[src/cal_alarm_consts.vh]
// constants for the calendar and alarm access unit
// assumes inclusion by bare name from the design files
`ifndef CAL_ALARM_CONSTS_VH
`define CAL_ALARM_CONSTS_VH

// ****************************************
// register offsets
// ****************************************
`define OFS_FLAGS 8'h01
`define OFS_DAY 8'h05
`define OFS_MONTH 8'h07
`define OFS_YEAR 8'h08
`define OFS_MIN_MATCH 8'h09
`define OFS_HOUR_MATCH 8'h0A
`define OFS_DAY_MATCH 8'h0B
`define OFS_WDAY_MATCH 8'h0C

// ****************************************
// field positions
// ****************************************
`define BIT_MATCH_OFF 7
`define BIT_CENTURY 7
`define BIT_ALARM_FLAG 3
`define BIT_IRQ_ALLOW 1
`define MONTH_MSB 4
`define MIN_MSB 6
`define HOUR_MSB 5
`define DAY_MSB 5
`define WDAY_MSB 2

// ****************************************
// reset values and calendar limits
// ****************************************
`define RST_DAY 8'h01
`define RST_MONTH 8'h01
`define RST_YEAR 8'h00
`define RST_MATCH 8'h80
`define FIRST_DAY 8'h01
`define FIRST_MONTH 8'h01
`define LAST_MONTH 8'h12
`define FIRST_YEAR 8'h00
`define LAST_YEAR 8'h99
`define DAYS_28 8'h28
`define DAYS_29 8'h29
`define DAYS_30 8'h30
`define DAYS_31 8'h31
`define MON_FEB 8'h02
`define MON_APR 8'h04
`define MON_JUN 8'h06
`define MON_SEP 8'h09
`define MON_NOV 8'h11

`endif

[src/calendar_alarm_access_unit.v]
// day, month, century, year counters, bus-access freeze and alarm logic
// assumes a serial-bus front end that raises i_acc_active for a whole
// access and presents byte writes on i_wr_en/i_addr/i_wdata; the lower
// time counters step on o_count_step and answer with i_day_carry one
// cycle later when the hour counter wraps
//
// Functional notes
// RQ1: century bit toggles on year 99 to 00
// RQ2: month register holds bcd month, bit 7 century
// RQ3: year register holds two-digit bcd year
// RQ4: february gets 29 days when year divisible by 4
// RQ5: counters frozen while host access in progress
// RQ6: after access, apply at most one pending tick
// RQ7: host finishes each access within one second
// RQ8: host accesses all time registers in one go
// RQ9: host reads seven time bytes from pointer 02h
// RQ10: minute match register with active-low enable
// RQ11: hour match register with active-low enable
// RQ12: day match register with active-low enable
// RQ13: weekday match register with active-low enable
// RQ14: all enabled fields match sets alarm flag
// RQ15: disabled fields ignored in comparison
// RQ16: flag sticky, sets again only on new match
// RQ17: interrupt pin follows flag when allowed
// RQ18: flag register write is anded with flags
// RQ19: weekday encoded 0 to 6 in three bits
// RQ20: day, month, year roll over correctly
// RQ21: no enables means flag never set
`default_nettype none
`timescale 1ns/100ps
`include "cal_alarm_consts.vh"

module calendar_alarm_access_unit (
  input wire i_clk_sys,
  input wire i_rst_n,
  input wire i_tick_1hz,
  input wire i_acc_active,
  input wire i_wr_en,
  input wire [7:0] i_addr,
  input wire [7:0] i_wdata,
  input wire i_day_carry,
  input wire [6:0] i_cur_minute,
  input wire [5:0] i_cur_hour,
  input wire [2:0] i_cur_weekday,
  output reg [7:0] o_rdata,
  output reg o_count_step,
  output reg o_int_n
);

  // ****************************************
  // declarations
  // ****************************************
  // freeze, calendar and alarm state
  reg tick_pend_q;
  reg tick_pend_d;
  reg carry_pend_q;
  reg carry_pend_d;
  reg step_d;
  reg day_step;
  reg century_q;
  reg [7:0] min_match_q;
  reg [7:0] hour_match_q;
  reg [7:0] day_match_q;
  reg [7:0] wday_match_q;
  reg alarm_hit_flag_q;
  reg alarm_hit_flag_d;
  reg alarm_irq_allow_q;
  reg last_match_q;
  reg eval_1_q;
  reg eval_2_q;
  reg [7:0] days_in_month;
  reg [7:0] rdata_d;
  // enables, counter values and decode
  wire minute_match_off;
  wire hour_match_off;
  wire day_match_off;
  wire weekday_match_off;
  wire [7:0] day_val;
  wire [7:0] month_val;
  wire [7:0] year_val;
  wire day_wrap;
  wire month_wrap;
  wire year_wrap;
  wire wr_day;
  wire wr_month;
  wire wr_year;
  wire wr_flags;
  wire leap_year;
  // alarm compare terms
  wire min_hit;
  wire hour_hit;
  wire day_hit;
  wire wday_hit;
  wire any_enabled;
  wire all_match;
  wire match_now;

  // one-cycle write strobes, one each for the day, month, year and flag registers
  assign wr_day = i_wr_en && (i_addr == `OFS_DAY);
  assign wr_month = i_wr_en && (i_addr == `OFS_MONTH);
  assign wr_year = i_wr_en && (i_addr == `OFS_YEAR);
  assign wr_flags = i_wr_en && (i_addr == `OFS_FLAGS);

  // ****************************************
  // access freeze and pending tick
  // ****************************************
  // a tick during an access is held; a second one in the same access is lost
  // a tick that meets a released pending one steps now and stays pending
  always @* begin
    if (i_acc_active) begin
      step_d = 1'b0; // RQ5
      tick_pend_d = tick_pend_q | i_tick_1hz; // RQ6
    end else begin
      step_d = tick_pend_q | i_tick_1hz; // RQ6
      tick_pend_d = tick_pend_q & i_tick_1hz;
    end
  end

  // day carry from the lower counters is frozen the same way
  always @* begin
    if (i_acc_active) begin
      day_step = 1'b0; // RQ5
      carry_pend_d = carry_pend_q | i_day_carry;
    end else begin
      day_step = carry_pend_q | i_day_carry;
      carry_pend_d = carry_pend_q & i_day_carry;
    end
  end

  always @(posedge i_clk_sys) begin
    if (!i_rst_n) begin
      tick_pend_q <= 1'b0;
      carry_pend_q <= 1'b0;
      o_count_step <= 1'b0;
    end else begin
      tick_pend_q <= tick_pend_d;
      carry_pend_q <= carry_pend_d;
      o_count_step <= step_d;
    end
  end

  // ****************************************
  // calendar counters
  // ****************************************
  // bcd year divisible by 4, year 00 included
  // odd tens digit: units 2 or 6; even tens digit: units 0, 4 or 8
  assign leap_year = year_val[4] ? (year_val[3:0] == 4'h2 || year_val[3:0] == 4'h6)
                                 : (year_val[3:0] == 4'h0 || year_val[3:0] == 4'h4 ||
                                    year_val[3:0] == 4'h8); // RQ4

  always @* begin
    case (month_val)
      `MON_FEB: days_in_month = leap_year ? `DAYS_29 : `DAYS_28; // RQ4
      `MON_APR: days_in_month = `DAYS_30; // RQ20
      `MON_JUN: days_in_month = `DAYS_30;
      `MON_SEP: days_in_month = `DAYS_30;
      `MON_NOV: days_in_month = `DAYS_30;
      default: days_in_month = `DAYS_31;
    endcase
  end

  // a write loads a counter and beats a step in the same cycle
  // day wraps after the month's last day, month after 12, year after 99
  bcd2_count #(
    .RST_VAL(`RST_DAY)
  ) u_day (
    .i_clk_sys(i_clk_sys),
    .i_rst_n(i_rst_n),
    .i_step(day_step),
    .i_load(wr_day),
    .i_load_val({2'b00, i_wdata[`DAY_MSB:0]}),
    .i_first(`FIRST_DAY),
    .i_last(days_in_month),
    .o_val(day_val),
    .o_wrap(day_wrap)
  ); // RQ20

  bcd2_count #(
    .RST_VAL(`RST_MONTH)
  ) u_month (
    .i_clk_sys(i_clk_sys),
    .i_rst_n(i_rst_n),
    .i_step(day_wrap),
    .i_load(wr_month),
    .i_load_val({3'b000, i_wdata[`MONTH_MSB:0]}),
    .i_first(`FIRST_MONTH),
    .i_last(`LAST_MONTH),
    .o_val(month_val),
    .o_wrap(month_wrap)
  ); // RQ2

  bcd2_count #(
    .RST_VAL(`RST_YEAR)
  ) u_year (
    .i_clk_sys(i_clk_sys),
    .i_rst_n(i_rst_n),
    .i_step(month_wrap),
    .i_load(wr_year),
    .i_load_val(i_wdata),
    .i_first(`FIRST_YEAR),
    .i_last(`LAST_YEAR),
    .o_val(year_val),
    .o_wrap(year_wrap)
  ); // RQ3

  // ****************************************
  // century bit
  // ****************************************
  always @(posedge i_clk_sys) begin
    if (!i_rst_n) begin
      century_q <= 1'b0;
    end else if (wr_month) begin
      // a month write beats a roll in the same cycle
      century_q <= i_wdata[`BIT_CENTURY];
    end else if (year_wrap) begin
      century_q <= ~century_q; // RQ1
    end
  end

  // ****************************************
  // match registers
  // ****************************************
  always @(posedge i_clk_sys) begin
    if (!i_rst_n) begin
      min_match_q <= `RST_MATCH; // RQ10
      hour_match_q <= `RST_MATCH; // RQ11
      day_match_q <= `RST_MATCH; // RQ12
      wday_match_q <= `RST_MATCH; // RQ13
    end else if (i_wr_en) begin
      // unused bits stored as zero so they read back zero
      case (i_addr)
        `OFS_MIN_MATCH: min_match_q <= {i_wdata[`BIT_MATCH_OFF], i_wdata[`MIN_MSB:0]}; // RQ10
        `OFS_HOUR_MATCH: hour_match_q <= {i_wdata[`BIT_MATCH_OFF], 1'b0,
                                          i_wdata[`HOUR_MSB:0]}; // RQ11
        `OFS_DAY_MATCH: day_match_q <= {i_wdata[`BIT_MATCH_OFF], 1'b0,
                                        i_wdata[`DAY_MSB:0]}; // RQ12
        `OFS_WDAY_MATCH: wday_match_q <= {i_wdata[`BIT_MATCH_OFF], 4'h0,
                                          i_wdata[`WDAY_MSB:0]}; // RQ13
        default: begin
        end
      endcase
    end
  end

  assign minute_match_off = min_match_q[`BIT_MATCH_OFF];
  assign hour_match_off = hour_match_q[`BIT_MATCH_OFF];
  assign day_match_off = day_match_q[`BIT_MATCH_OFF];
  assign weekday_match_off = wday_match_q[`BIT_MATCH_OFF];

  // ****************************************
  // alarm comparison
  // ****************************************
  assign any_enabled = !(minute_match_off && hour_match_off &&
                         day_match_off && weekday_match_off); // RQ21
  // a disabled field counts as a hit and drops out of the compare
  assign min_hit = minute_match_off || (min_match_q[`MIN_MSB:0] == i_cur_minute); // RQ15
  assign hour_hit = hour_match_off || (hour_match_q[`HOUR_MSB:0] == i_cur_hour); // RQ15
  assign day_hit = day_match_off || (day_match_q[`DAY_MSB:0] == day_val[`DAY_MSB:0]); // RQ15
  assign wday_hit =
    weekday_match_off || (wday_match_q[`WDAY_MSB:0] == i_cur_weekday); // RQ15 RQ19
  assign all_match = min_hit && hour_hit && day_hit && wday_hit; // RQ14
  assign match_now = any_enabled && all_match; // RQ14

  // compare two cycles after a step, once lower counters and day settled
  // flag sets on the rise of a match only, so a match that holds
  // does not set it again after the host has cleared it
  always @(posedge i_clk_sys) begin
    if (!i_rst_n) begin
      eval_1_q <= 1'b0;
      eval_2_q <= 1'b0;
      last_match_q <= 1'b0;
    end else begin
      eval_1_q <= o_count_step;
      eval_2_q <= eval_1_q;
      if (eval_2_q) begin
        last_match_q <= match_now;
      end
    end
  end

  // ****************************************
  // alarm flag and interrupt
  // ****************************************
  always @* begin
    alarm_hit_flag_d = alarm_hit_flag_q;
    if (wr_flags) begin
      alarm_hit_flag_d = alarm_hit_flag_q & i_wdata[`BIT_ALARM_FLAG]; // RQ18
    end
    // a set beats a clear written in the same cycle
    if (eval_2_q && match_now && !last_match_q) begin
      alarm_hit_flag_d = 1'b1; // RQ14 RQ16
    end
  end

  always @(posedge i_clk_sys) begin
    if (!i_rst_n) begin
      alarm_hit_flag_q <= 1'b0;
      alarm_irq_allow_q <= 1'b0;
      o_int_n <= 1'b1;
    end else begin
      alarm_hit_flag_q <= alarm_hit_flag_d; // RQ16
      if (wr_flags) begin
        alarm_irq_allow_q <= i_wdata[`BIT_IRQ_ALLOW];
      end
      // pin follows the flag one cycle late while allowed
      o_int_n <= !(alarm_irq_allow_q && alarm_hit_flag_q); // RQ17
    end
  end

  // ****************************************
  // read data
  // ****************************************
  always @* begin
    case (i_addr)
      // only the alarm bits live in the flag byte; the rest read zero
      `OFS_FLAGS: begin
        rdata_d = 8'h00;
        rdata_d[`BIT_ALARM_FLAG] = alarm_hit_flag_q;
        rdata_d[`BIT_IRQ_ALLOW] = alarm_irq_allow_q;
      end
      `OFS_DAY: rdata_d = day_val;
      `OFS_MONTH: rdata_d = {century_q, 2'b00, month_val[`MONTH_MSB:0]}; // RQ2
      `OFS_YEAR: rdata_d = year_val; // RQ3
      `OFS_MIN_MATCH: rdata_d = min_match_q;
      `OFS_HOUR_MATCH: rdata_d = hour_match_q;
      `OFS_DAY_MATCH: rdata_d = day_match_q;
      `OFS_WDAY_MATCH: rdata_d = wday_match_q;
      default: rdata_d = 8'h00;
    endcase
  end

  always @(posedge i_clk_sys) begin
    if (!i_rst_n) begin
      o_rdata <= 8'h00;
    end else begin
      // answers the address of the previous cycle
      o_rdata <= rdata_d;
    end
  end

endmodule
`default_nettype wire

[src/bcd2_count.v]
// two-digit bcd counter with load, programmable first and last value
// assumes single clock, synchronous active-low reset, one step per cycle
`default_nettype none
`timescale 1ns/100ps

module bcd2_count #(
  parameter [7:0] RST_VAL = 8'h00
) (
  input wire i_clk_sys,
  input wire i_rst_n,
  input wire i_step,
  input wire i_load,
  input wire [7:0] i_load_val,
  input wire [7:0] i_first,
  input wire [7:0] i_last,
  output wire [7:0] o_val,
  output wire o_wrap
);

  reg [7:0] val_q;
  reg [7:0] val_d;
  wire [7:0] inc_val;

  assign o_val = val_q;
  assign o_wrap = i_step && !i_load && (val_q >= i_last);
  assign inc_val = (val_q[3:0] == 4'h9) ? {val_q[7:4] + 4'h1, 4'h0}
                                        : {val_q[7:4], val_q[3:0] + 4'h1};

  always @* begin
    val_d = val_q;
    if (i_load) begin
      val_d = i_load_val;
    end else if (o_wrap) begin
      val_d = i_first;
    end else if (i_step) begin
      val_d = inc_val;
    end
  end

  always @(posedge i_clk_sys) begin
    if (!i_rst_n) begin
      val_q <= RST_VAL;
    end else begin
      val_q <= val_d;
    end
  end

endmodule
`default_nettype wire

[config.mk]
export PLATFORM = sky130hd
export DESIGN_NAME = calendar_alarm_access_unit
export DESIGN_NICKNAME = d
export VERILOG_FILES = /design/src/calendar_alarm_access_unit.v /design/src/bcd2_count.v
export VERILOG_INCLUDE_DIRS = /design/src
export SDC_FILE = /design/constraint.sdc
export NUM_CORES = 1
export LEC_CHECK = 0
export BUFFER_PORTS_ARGS = -buffer_cell sky130_fd_sc_hd__buf_2
export CELL_PAD_IN_SITES_DETAIL_PLACEMENT = 1
export CELL_PAD_IN_SITES_GLOBAL_PLACEMENT = 1
export CORE_MARGIN = 2
export CORE_UTILIZATION = 41
export CTS_CLUSTER_DIAMETER = 200
export DETAILED_ROUTE_END_ITERATION = 8
export PLACE_DENSITY = 0.79
export SYNTH_ARGS = -nofsm -noshare
export SYNTH_HDL_FRONTEND = slang
export SYNTH_SLANG_ARGS = --single-unit
[constraint.sdc]
create_clock -name i_clk_sys -period 3.2 [get_ports i_clk_sys]
set_input_delay 0.32 -clock i_clk_sys [delete_from_list [all_inputs] [get_ports i_clk_sys]]
set_output_delay 0.32 -clock i_clk_sys [all_outputs]
set_load 0.005 [all_outputs]
==> run summary, run 1 <==
Status: completed
Commonest cells post-synth: dfxtp_1 (68), nand2_1 (42), mux2i_1 (26), nor2_1 (22)
H-tree depth: 3
Routability cong.: 0.898
Root buf cell: clkbuf_8
Post-synthesis async set-or-reset flop share: 0
Routed WL: 12400 um
CP Capture Type: flip-flop
Core Region: 0.00928 mm2
Starting Density: 0.424
Crit share post-route: 0.922
Iter 0 DRT Violations: 225
Hold Violations, Final: 0
Pin count of the biggest net entering global routing: 38
Post-synth EDFFs: 0
Hold Path Class: in2reg
Most frequent cell after synthesis: dfxtp_1
Share of cells above drive strength 1: 0.189
Syn Area/Cell: 8.80 um2
Critical path type: reg2reg
Dpl hpwl: 9240 um
Power density of the placed cells: 398 mW/mm2
Synth area leaders: dfxtp_1 (35%), mux2i_1 (6.6%), xor2_1 (4.7%)
Synthesis Warnings: 0
Final Net Count: 541
Final Max Tran Viols: 0
Worst slew pin tran: 774 ps
Area Overhead vs Synth: 15.7%
DR WL/cell: 19.7 um
Post-Syn Area: 0.00393 mm2
First-pass DRT Iterations: 5
DIE AREA: 0.0104 mm2
Remaining global-route overflow: 0
DIE WIDTH: 102 um
All-Layer GR Usage: 0.251
Via count: 3663
Layout Skew: 20.7 ps
Hold_ws: 179 ps
Hold path cells: 2
Post-placement cell count: 610
Worst r2r path cells: 12
Row count: 35
Post-Layout Cell Count: 626
Clock sink count: 68
Crit path DAT: 3200 ps
Final setup TNS: 0 ps
Num ports: 48
Fin crit period: 2950 ps
Initial antenna violation count: 0
CP Max Fanout: 10
Syn_nets: 496
Drt via density: 5.85
Leak: 1.65 nW
Top FF cell, synth: dfxtp_1
Skew-Pair Late Insertion Delay: 370 ps
Die Y: 102 um
TritonCTS Buffers: 9
Synth area leader: dfxtp_1
Top cell type's share of synthesized area: 0.346
Clk pin slew, worst setup/hold paths: 80 ps
Yosys reg bits: 68
First-pass GRT wire length: 20000 um
RSZ-0062 raised after global routing: false
Worst VDD drop: 0.000234 V
Final setup fails: 0
Max Cap Viol: 0
Fmax: 339 MHz
Final ANT Viol Nets: 0
Ant. Diodes: 0
Crit start category: flip-flop
Vias in the first global route: 3771
Port-buffer cells: 47
Drt drc: 0
Clock Path Buffers: 2
Register area share after synthesis: 0.346
Cell variety after synth: 61
Critical Path RT: 3450 ps
Post-synthesis cell count: 447
Relative slew slack: 0.479
CTS tree: built
## routing by layer
metal  GRT usage  up-vias  part of all wire
met5           0        -                 0
met4      0.0944        0             0.028
met3      0.0527       27             0.048
met2       0.411      116              0.48
met1       0.326     1801              0.44
li1            -     1719                 -
## worst max-delay path, stage by stage (launching register included)
cell and delay, ps:
dfxtp_1 350, or2_2 300, nor4b_1 350, and3_1 230
inv_1 50, ha_1 260, o211ai_1 100, a21oi_1 370
o21ai_4 170, nor3_1 220, buf_4 170, mux2i_1 210
nor2_1 50
## kinds of logic (layout without fill, tap and decap cells)
family / count (synthesis) / count (layout) / share of synthesized area
xor gates and xnor gates: 34 / 34 / 0.0757
AOI/OAI and AO/OA: 98 / 98 / 0.174
and+or+nand+nor: 170 / 170 / 0.231
muxes: 33 / 33 / 0.106
DFF: 68 / 68 / 0.346
adders and majority gates: 11 / 11 / 0.0350
buffers and inverters: 33 / 83 / 0.0324
## path summary, 6_finish.rpt
path / endpoint / startpoint / slack [ps]
min reg2reg: o_int_n$_SDFF_PN1_ / alarm_hit_flag_q$_SDFFE_PN0P_ / 440
max reg2reg: u_month.o_val[5]$_SDFFE_PP0P_ / u_month.o_val[6]$_SDFFE_PP0P_ / 250
max: u_month.o_val[5]$_SDFFE_PP0P_ / u_month.o_val[6]$_SDFFE_PP0P_ / 250
min: o_count_step$_SDFF_PP0_ / i_acc_active / 180
## power breakdown
| part | switching, W | internal, W |
|---|---|---|
| Combinational | 0.0000785 | 0.0000548 |
| Clock | 0.000377 | 0.000443 |
| Sequential | 0.00000870 | 0.000852 |
| Total | 0.000464 | 0.00135 |
## metrics by stage
stage          setup slack (ps)  power, W  instance area [um2]   util
2_1_floorplan               557  0.000949                 3930      -
3_3_place_gp                192   0.00101                 4320  0.465
3_5_place_dp               62.7   0.00101                 4320  0.465
4_1_cts                    28.3   0.00182                 4540  0.489
5_1_grt                   0.637   0.00187                 4550  0.490
6_report                    250   0.00181                 4550  0.490
## registers in the layout (all words and copies together) (netlist names), 4 cells and up
name           cells
min_match_q        8
o_rdata            8
u_day.o_val        8
u_month.o_val      8
u_year.o_val       8
day_match_q        7
hour_match_q       7
wday_match_q       4
## cells in the final DEF (no fill, tap or decap), types with 13 or more instances in the layout
master	netlist	final
nand3_1	19	19
mux2i_1	26	26
dfxtp_1	68	68
nor2b_1	21	21
xnor2_1	13	13
xor2_1	21	21
o21ai_0	17	17
nor2_1	22	22
nand2_1	42	42
a22oi_1	14	14
buf_2	3	47
a21oi_1	17	17
## layout make-up
class	instances	area [um2]
clock buffer	9	124
clock inverter	7	98.8
fill	1139	4730
inverter	9	33.8
multi-input combinational	346	2460
sequential	68	1360
tap	129	161
timing repair buffer	58	318
## what timing repair did
action                                  in CTS  in global routing
gates resized for setup                      0                  2
hold buffers                                 0                  0
setup buffers                                0                  0
endpoints found under the setup margin       0                 15
(Power assumes the default switching activity.)
==> run 2: changes to the inputs <==
--- a/config.mk
+++ b/config.mk
@@ -13,7 +13,8 @@
 export CORE_UTILIZATION = 41
 export CTS_CLUSTER_DIAMETER = 200
 export DETAILED_ROUTE_END_ITERATION = 8
-export PLACE_DENSITY = 0.79
+export PLACE_DENSITY = 0.78
 export SYNTH_ARGS = -nofsm -noshare
 export SYNTH_HDL_FRONTEND = slang
+export SYNTH_HIERARCHICAL = 1
 export SYNTH_SLANG_ARGS = --single-unit
==> run 2 against run 1 <==
  * The run now ends with setup timing left
  * Flip-flop and latch count unchanged
  * Global-route usage up 0.47 points
  * Register-to-register slack worse by 320 ps
  * Maximum frequency down 9.7%
  * Via count up 40%
  * Die area up 25%
  * Final cell count up 43%
  * Critical path depth up 10
  * Combinational power up 74%
  * Critical endpoint is now u_year/o_val[5]$_SDFFE_PN0P_
==> run summary, run 2 <==
Status: finished, violations left
Violated checks: setup timing
Post-synth EDFFs: 0
Hold path cells: 2
Hold_ws: 199 ps
Leak: 2.86 nW
Drt via density: 5.73
Commonest non-fill, non-tap cell in the layout: dfxtp_1
Ant. Diodes: 0
Skew-Pair Late Insertion Delay: 330 ps
DR WL/cell: 19.4 um
Vias in the first global route: 5321
DIE AREA: 0.0130 mm2
Routed WL: 17300 um
Via count: 5123
Post-synthesis cell count: 605
Synthesis Warnings: 6
Port-buffer cells: 47
First-pass DRT Iterations: 4
Cell variety after synth: 78
Largest family of logic cells by synthesized area: compound AO/OA/AOI/OAI gates
Root buf cell: clkbuf_16
Syn Area/Cell: 8.21 um2
Critical Path RT: 3460 ps
Drt drc: 0
Synth Area in XOR/XNOR: 0.0529
Yosys reg bits: 68
Multi-input logic area: 0.00362 mm2
Worst slew pin tran: 844 ps
Post-Synth Simple-Gate Area: 0.201
Iter 0 DRT Violations: 243
Final setup fails: 5
Crit start category: flip-flop
Multiplexer share of the synthesized area: 0.0922
Post-Layout Cell Count: 894
Initial antenna violation count: 0
Fin util: 0.528
Top FF cell, synth: dfxtp_1
Share of cells above drive strength 1: 0.237
Commonest cells post-synth: dfxtp_1 (68), nor2_1 (51), nand2_1 (48), inv_1 (41), mux2i_1 (39)
Dpl hpwl: 12400 um
Starting Density: 0.417
Num ports: 48
Pin count of the biggest net entering global routing: 30
Hold-fix buffers at CTS: 0
Post-synthesis async set-or-reset flop share: 0
Clk pin slew, worst setup/hold paths: 60 ps
Power density of the placed cells: 330 mW/mm2
CP max stage delay: 330 ps
CP Capture Type: flip-flop
Most frequent cell after synthesis: dfxtp_1
Final Net Count: 807
Top cell type's share of synthesized area: 0.274
Relative slew slack: 0.434
DIE WIDTH: 114 um
Fin crit period: 3270 ps
Clock Path Buffers: 2
Synth area leaders: dfxtp_1 (27%), mux2i_1 (7.9%), ha_1 (6.8%)
All-Layer GR Usage: 0.256
Commonest cells after routing, fill and taps aside: dfxtp_1 (64), buf_4 (53), conb_1 (53), nor2_1 (48), buf_2 (47)
Max Cap Viol: 0
Row count: 40
Final ANT Viol Nets: 0
Total chip power: 0.00208 W
Setup ws final: -67.6 ps
Slowest cell on the critical path: dfxtp_2
Post-Syn Area: 0.00497 mm2
Dpl cell area: 0.00574 mm2
Most frequent CP cell: buf_4
TritonCTS Buffers: 9
Hold Path Class: in2reg
First-pass GRT wire length: 26400 um
CP Max Fanout: 8
Core Region: 0.0119 mm2
Remaining global-route overflow: 0
RSZ-0062 raised after global routing: true
Clock sink count: 68
Critical path type: reg2reg
Layout Skew: 9.50 ps
Register area share after synthesis: 0.274
Post-placement cell count: 862
Worst VDD drop: 0.000186 V
Crit-path cells: nor3_4, nand4b_1, inv_1, inv_1, ha_2, buf_4, buf_4, nor3_1, nor2_1, o211a_4, o21ai_4, inv_2, inv_2, nor2_4, o21ai_2, inv_2, buf_4, nor2_4, a31oi_4, buf_6, buf_4, a41oi_2
FF+latch area: 0.00137 mm2
CTS tree: built
Crit path DAT: 3520 ps
Routability cong.: 0.908
Fmax: 306 MHz
Hold Violations, Final: 0
H-tree depth: 3
Die Y: 114 um
Compound-Gate Fraction of Synth Area: 0.249
Fillers: 1482
Final Max Tran Viols: 0
Crit share post-route: 1.02
Adder-Cell Fraction of Synth Area: 0.0680
Area Overhead vs Synth: 26.6%
Final instance area: 0.00629 mm2
Worst r2r path cells: 22
Synth area leader: dfxtp_1
run 2: cell types whose count changed after synthesis, sizes merged, moves of 16 or more:
| cell | before | now |
|---|---|---|
| a21oi | 17 | 41 |
| ha | 11 | 27 |
| inv | 9 | 42 |
| nor2 | 24 | 51 |
| nor2b | 21 | 4 |
| o21ai | 19 | 38 |
run 2: cell families (layout without fill, tap and decap cells):
| family | after synthesis | after routing |
|---|---|---|
| fa+ha+maj | 27 | 27 |
| simple gates | 193 | 193 |
| mux | 45 | 45 |
| compound gates | 169 | 169 |
| flops | 68 | 68 |
| buf+inv | 71 | 162 |
| other cells | 2 | 53 |
| xor+xnor | 30 | 30 |
run 2: metal layers:
| metal | vias to the layer above | part of all wire | global-route usage |
|---|---|---|---|
| met5 | - | 0 | 0 |
| met4 | 0 | 0.031 | 0.107 |
| met3 | 40 | 0.048 | 0.0439 |
| met2 | 130 | 0.51 | 0.462 |
| met1 | 2519 | 0.41 | 0.297 |
| li1 | 2434 | - | - |
run 2: layout make-up:
cell class	instances	share of cell area
tap	147	0.0292
sequential	68	0.217
inverter	44	0.0263
clock inverter	6	0.0103
clock buffer	10	0.0364
multi-input combinational	517	0.576
timing repair buffer	102	0.104
run 2: final timing paths:
| kind | from | end | slack [ps] |
|---|---|---|---|
| worst max register to register | u_month/o_val[0]$_SDFFE_PN1P_ | u_year/o_val[5]$_SDFFE_PN0P_ | -70 |
| worst max-delay path | u_month/o_val[0]$_SDFFE_PN1P_ | u_year/o_val[5]$_SDFFE_PN0P_ | -70 |
| worst min-delay path | i_acc_active | o_count_step$_SDFF_PP0_ | 200 |
| worst min register to register | eval_1_q$_SDFF_PN0_ | eval_2_q$_SDFF_PN0_ | 440 |
run 2: critical path: cells and delay by family (launching register included):
kind / cells / cell delay (ps)
buf+inv: 10 / 1100
simple gates: 6 / 890
compound gates: 5 / 700
flops: 1 / 330
fa+ha+maj: 1 / 180
run 2: repair_timing:
action	4_1_cts	5_1_grt
gates resized for setup	17	23
pin swaps	6	8
buffers inserted	7	9
setup endpoints to repair	9	13
run 2: report_power, final:
group	internal, W	switching, W	total [W]
combinational	0.0000889	0.000142	0.000231
clock	0.000603	0.000385	0.000988
sequential	0.000853	0.00000476	0.000858
total	0.00155	0.000532	0.00208
run 2: metrics by stage:
step           TNS (ps)  setup slack (ps)
6_report           -201             -67.6
5_1_grt           -1630              -226
4_1_cts               0              7.78
3_5_place_dp       -637              -158
3_3_place_gp          0               104
2_1_floorplan         0              20.9
==> run 3: changes to the inputs <==
--- a/config.mk
+++ b/config.mk
@@ -14,6 +14,7 @@
 export CTS_CLUSTER_DIAMETER = 200
 export DETAILED_ROUTE_END_ITERATION = 8
 export PLACE_DENSITY = 0.78
+export SETUP_SLACK_MARGIN = 0.1
 export SYNTH_ARGS = -nofsm -noshare
 export SYNTH_HDL_FRONTEND = slang
 export SYNTH_HIERARCHICAL = 1
==> run 3 against run 2 <==
  * The flow now finishes without violations
  * Clock-buffer cell count did not move
  * Total power rose by 3.5%
  * Clock skew fell by 4.0 ps
  * Cell area fell by 0.42%
  * Maximum frequency rose by 2.3%
  * First-iteration DRC count rose by 23%
  * Utilization fell by 0.22 points
  * Combinational power fell by 3%
  * Final cell count fell by 1.0%
  * Worst setup slack improved by 75 ps
  * Flip-flop and latch count did not move
==> run summary, run 3 (synthesis results as in run 2) <==
Final ANT Viol Nets: 0
Area Overhead vs Synth: 26.1%
CP max stage delay: 500 ps
Port-buffer cells: 47
Final setup fails: 0
Critical Path RT: 3470 ps
Crit path DAT: 3460 ps
WL met3: 738 um
Setup ws final: 6.94 ps
Final instance area: 0.00626 mm2
Max layer used: met4
Dpl hpwl: 12300 um
DR WL/cell: 19.4 um
Hold-fix buffers at CTS: 0
Sw Pwr: 0.000532 W
Switch share: 0.248
Dpl cell area: 0.00572 mm2
Worst Setup SP: u_month/o_val[7]$_SDFFE_PN0P_
Crit share post-route: 0.998
Status: completed
Sequential power share: 0.398
Fin util: 0.526
Hold Path Class: in2reg
Pin count of the biggest net entering global routing: 30
WP depth: 18
Critical path type: reg2reg
Leak: 2.84 nW
Die Y: 114 um
Commonest non-fill, non-tap cell in the layout: dfxtp_1
Setup crit end: u_year/o_val[5]$_SDFFE_PN0P_
Routability cong.: 0.937
Iter 0 DRT Violations: 298
Max Cap Viol: 0
Place WS: -170 ps
Crit-path cells: nor3_4, nand4b_1, buf_4, inv_1, ha_1, or4_4, a21o_1, o211a_4, o21ai_4, inv_2, inv_2, nor2_4, o21ai_2, inv_2, nand2_2, a21oi_4, or3b_1, a41oi_2
RR Startpoint: u_month/o_val[7]$_SDFFE_PN0P_
Fin crit period: 3190 ps
First-pass GRT wire length: 26600 um
WL met1: 7290 um
CTS tree: built
Setup slack, reg-to-reg: 7 ps
Crit start category: flip-flop
Power share of the clock group: 0.498
CP Max Fanout: 7
Remaining global-route overflow: 0
Met2 WL: 8720 um
Relative slew slack: 0.456
RSZ-0062 raised after global routing: true
Bufs and invs on worst path: 5
Post-Layout Cell Count: 885
Clock sink count: 68
Vias in the first global route: 5199
Internal: 0.00162 W
Num ports: 48
Most frequent CP cell: inv_2
Worst r2r path cells: 18
Slowest cell on the critical path: or4_4
CP top delay family: simple AND/OR/NAND/NOR gates
Share of cells above drive strength 1: 0.229
Combinational Power Share: 0.104
Hold Violations, Final: 0
Power density of the placed cells: 343 mW/mm2
CP Capture Type: flip-flop
Worst VDD drop: 0.000244 V
DIE AREA: 0.0130 mm2
Ant. Diodes: 0
Drt via density: 5.78
Drt drc: 0
Post-placement cell count: 855
Worst slew pin tran: 811 ps
Root buf cell: clkbuf_16
Core Region: 0.0119 mm2
Starting Density: 0.417
Layout Skew: 5.53 ps
Commonest cells after routing, fill and taps aside: dfxtp_1 (63), conb_1 (53), buf_2 (48), nor2_1 (47), nand2_1 (46)
Row count: 40
Initial antenna violation count: 0
All-Layer GR Usage: 0.261
RR Endpoint: u_year/o_val[5]$_SDFFE_PN0P_
Skew-Pair Late Insertion Delay: 340 ps
Clk pin slew, worst setup/hold paths: 60 ps
Fmax: 313 MHz
Final Net Count: 798
First-pass DRT Iterations: 5
Hold path cells: 2
DIE WIDTH: 114 um
TritonCTS Buffers: 9
Total chip power: 0.00215 W
Clock Path Buffers: 2
Via count: 5117
Routed WL: 17200 um
H-tree depth: 3
Final Max Tran Viols: 0
run 3: changes by cell type in the layout (fill, tap and decap cells not counted), sizes merged:
| cell | change |
|---|---|
| bufinv | +1 |
| buf | -9 |
| clkinv | -2 |
| inv | +1 |
run 3: worst reg2reg max path, stage by stage (launching register included):
cell	delay, ps
dfxtp_1	380
nor3_4	70
nand4b_1	160
buf_4	130
inv_1	40
ha_1	240
or4_4	500
a21o_1	200
o211a_4	150
o21ai_4	160
inv_2	60
inv_2	70
nor2_4	40
o21ai_2	80
inv_2	90
nand2_2	100
a21oi_4	70
or3b_1	420
a41oi_2	170
run 3: worst min path at each step:
stage / endpoint / from
after floorplan: o_int_n$_SDFF_PN1_ / alarm_irq_allow_q$_SDFFE_PN0P_
after global placement: o_int_n$_SDFF_PN1_ / alarm_irq_allow_q$_SDFFE_PN0P_
after detailed placement: o_int_n$_SDFF_PN1_ / alarm_irq_allow_q$_SDFFE_PN0P_
after CTS: o_count_step$_SDFF_PP0_ / i_acc_active
after global routing: o_count_step$_SDFF_PP0_ / i_acc_active
final: o_count_step$_SDFF_PP0_ / i_acc_active
run 3: final cells by class:
cell class	instances	area, um2
Clock inverter	6	87.6
Multi-Input combinational cell	517	3640
Sequential cell	68	1370
Fill cell	1443	5650
Tap cell	147	184
Clock buffer	10	229
Inverter	44	165
Timing Repair Buffer	93	582
run 3: stage by stage:
step                      hold slack [ps]  setup TNS [ps]
after floorplan                       378               0
after global placement                405               0
after detailed placement              409            -808
after CTS                             192               0
after global routing                  198            -438
final                                 192               0
run 3: routing by layer:
| metal | vias to the layer above | global-route usage |
|---|---|---|
| met4 | 0 | 0.0919 |
| li1 | 2436 | - |
| met3 | 36 | 0.0508 |
| met5 | - | 0 |
| met1 | 2514 | 0.312 |
| met2 | 131 | 0.465 |
run 3: timing repair:
item                       in CTS  in global routing
pin swaps                       8                 16
gates resized for setup        12                 21
buffers inserted                9                  4
gates cloned                    1                  0
setup endpoints to repair      11                 11
run 3: power by group through the flow:
stage	Clock, W	Combinational [W]	Sequential [W]
after floorplan	0	0.000123	0.000876
after global placement	0	0.000197	0.000875
after detailed placement	0	0.000206	0.000875
after CTS	0.00108	0.000212	0.000857
after global routing	0.00112	0.000244	0.000856
final	0.00107	0.000223	0.000856
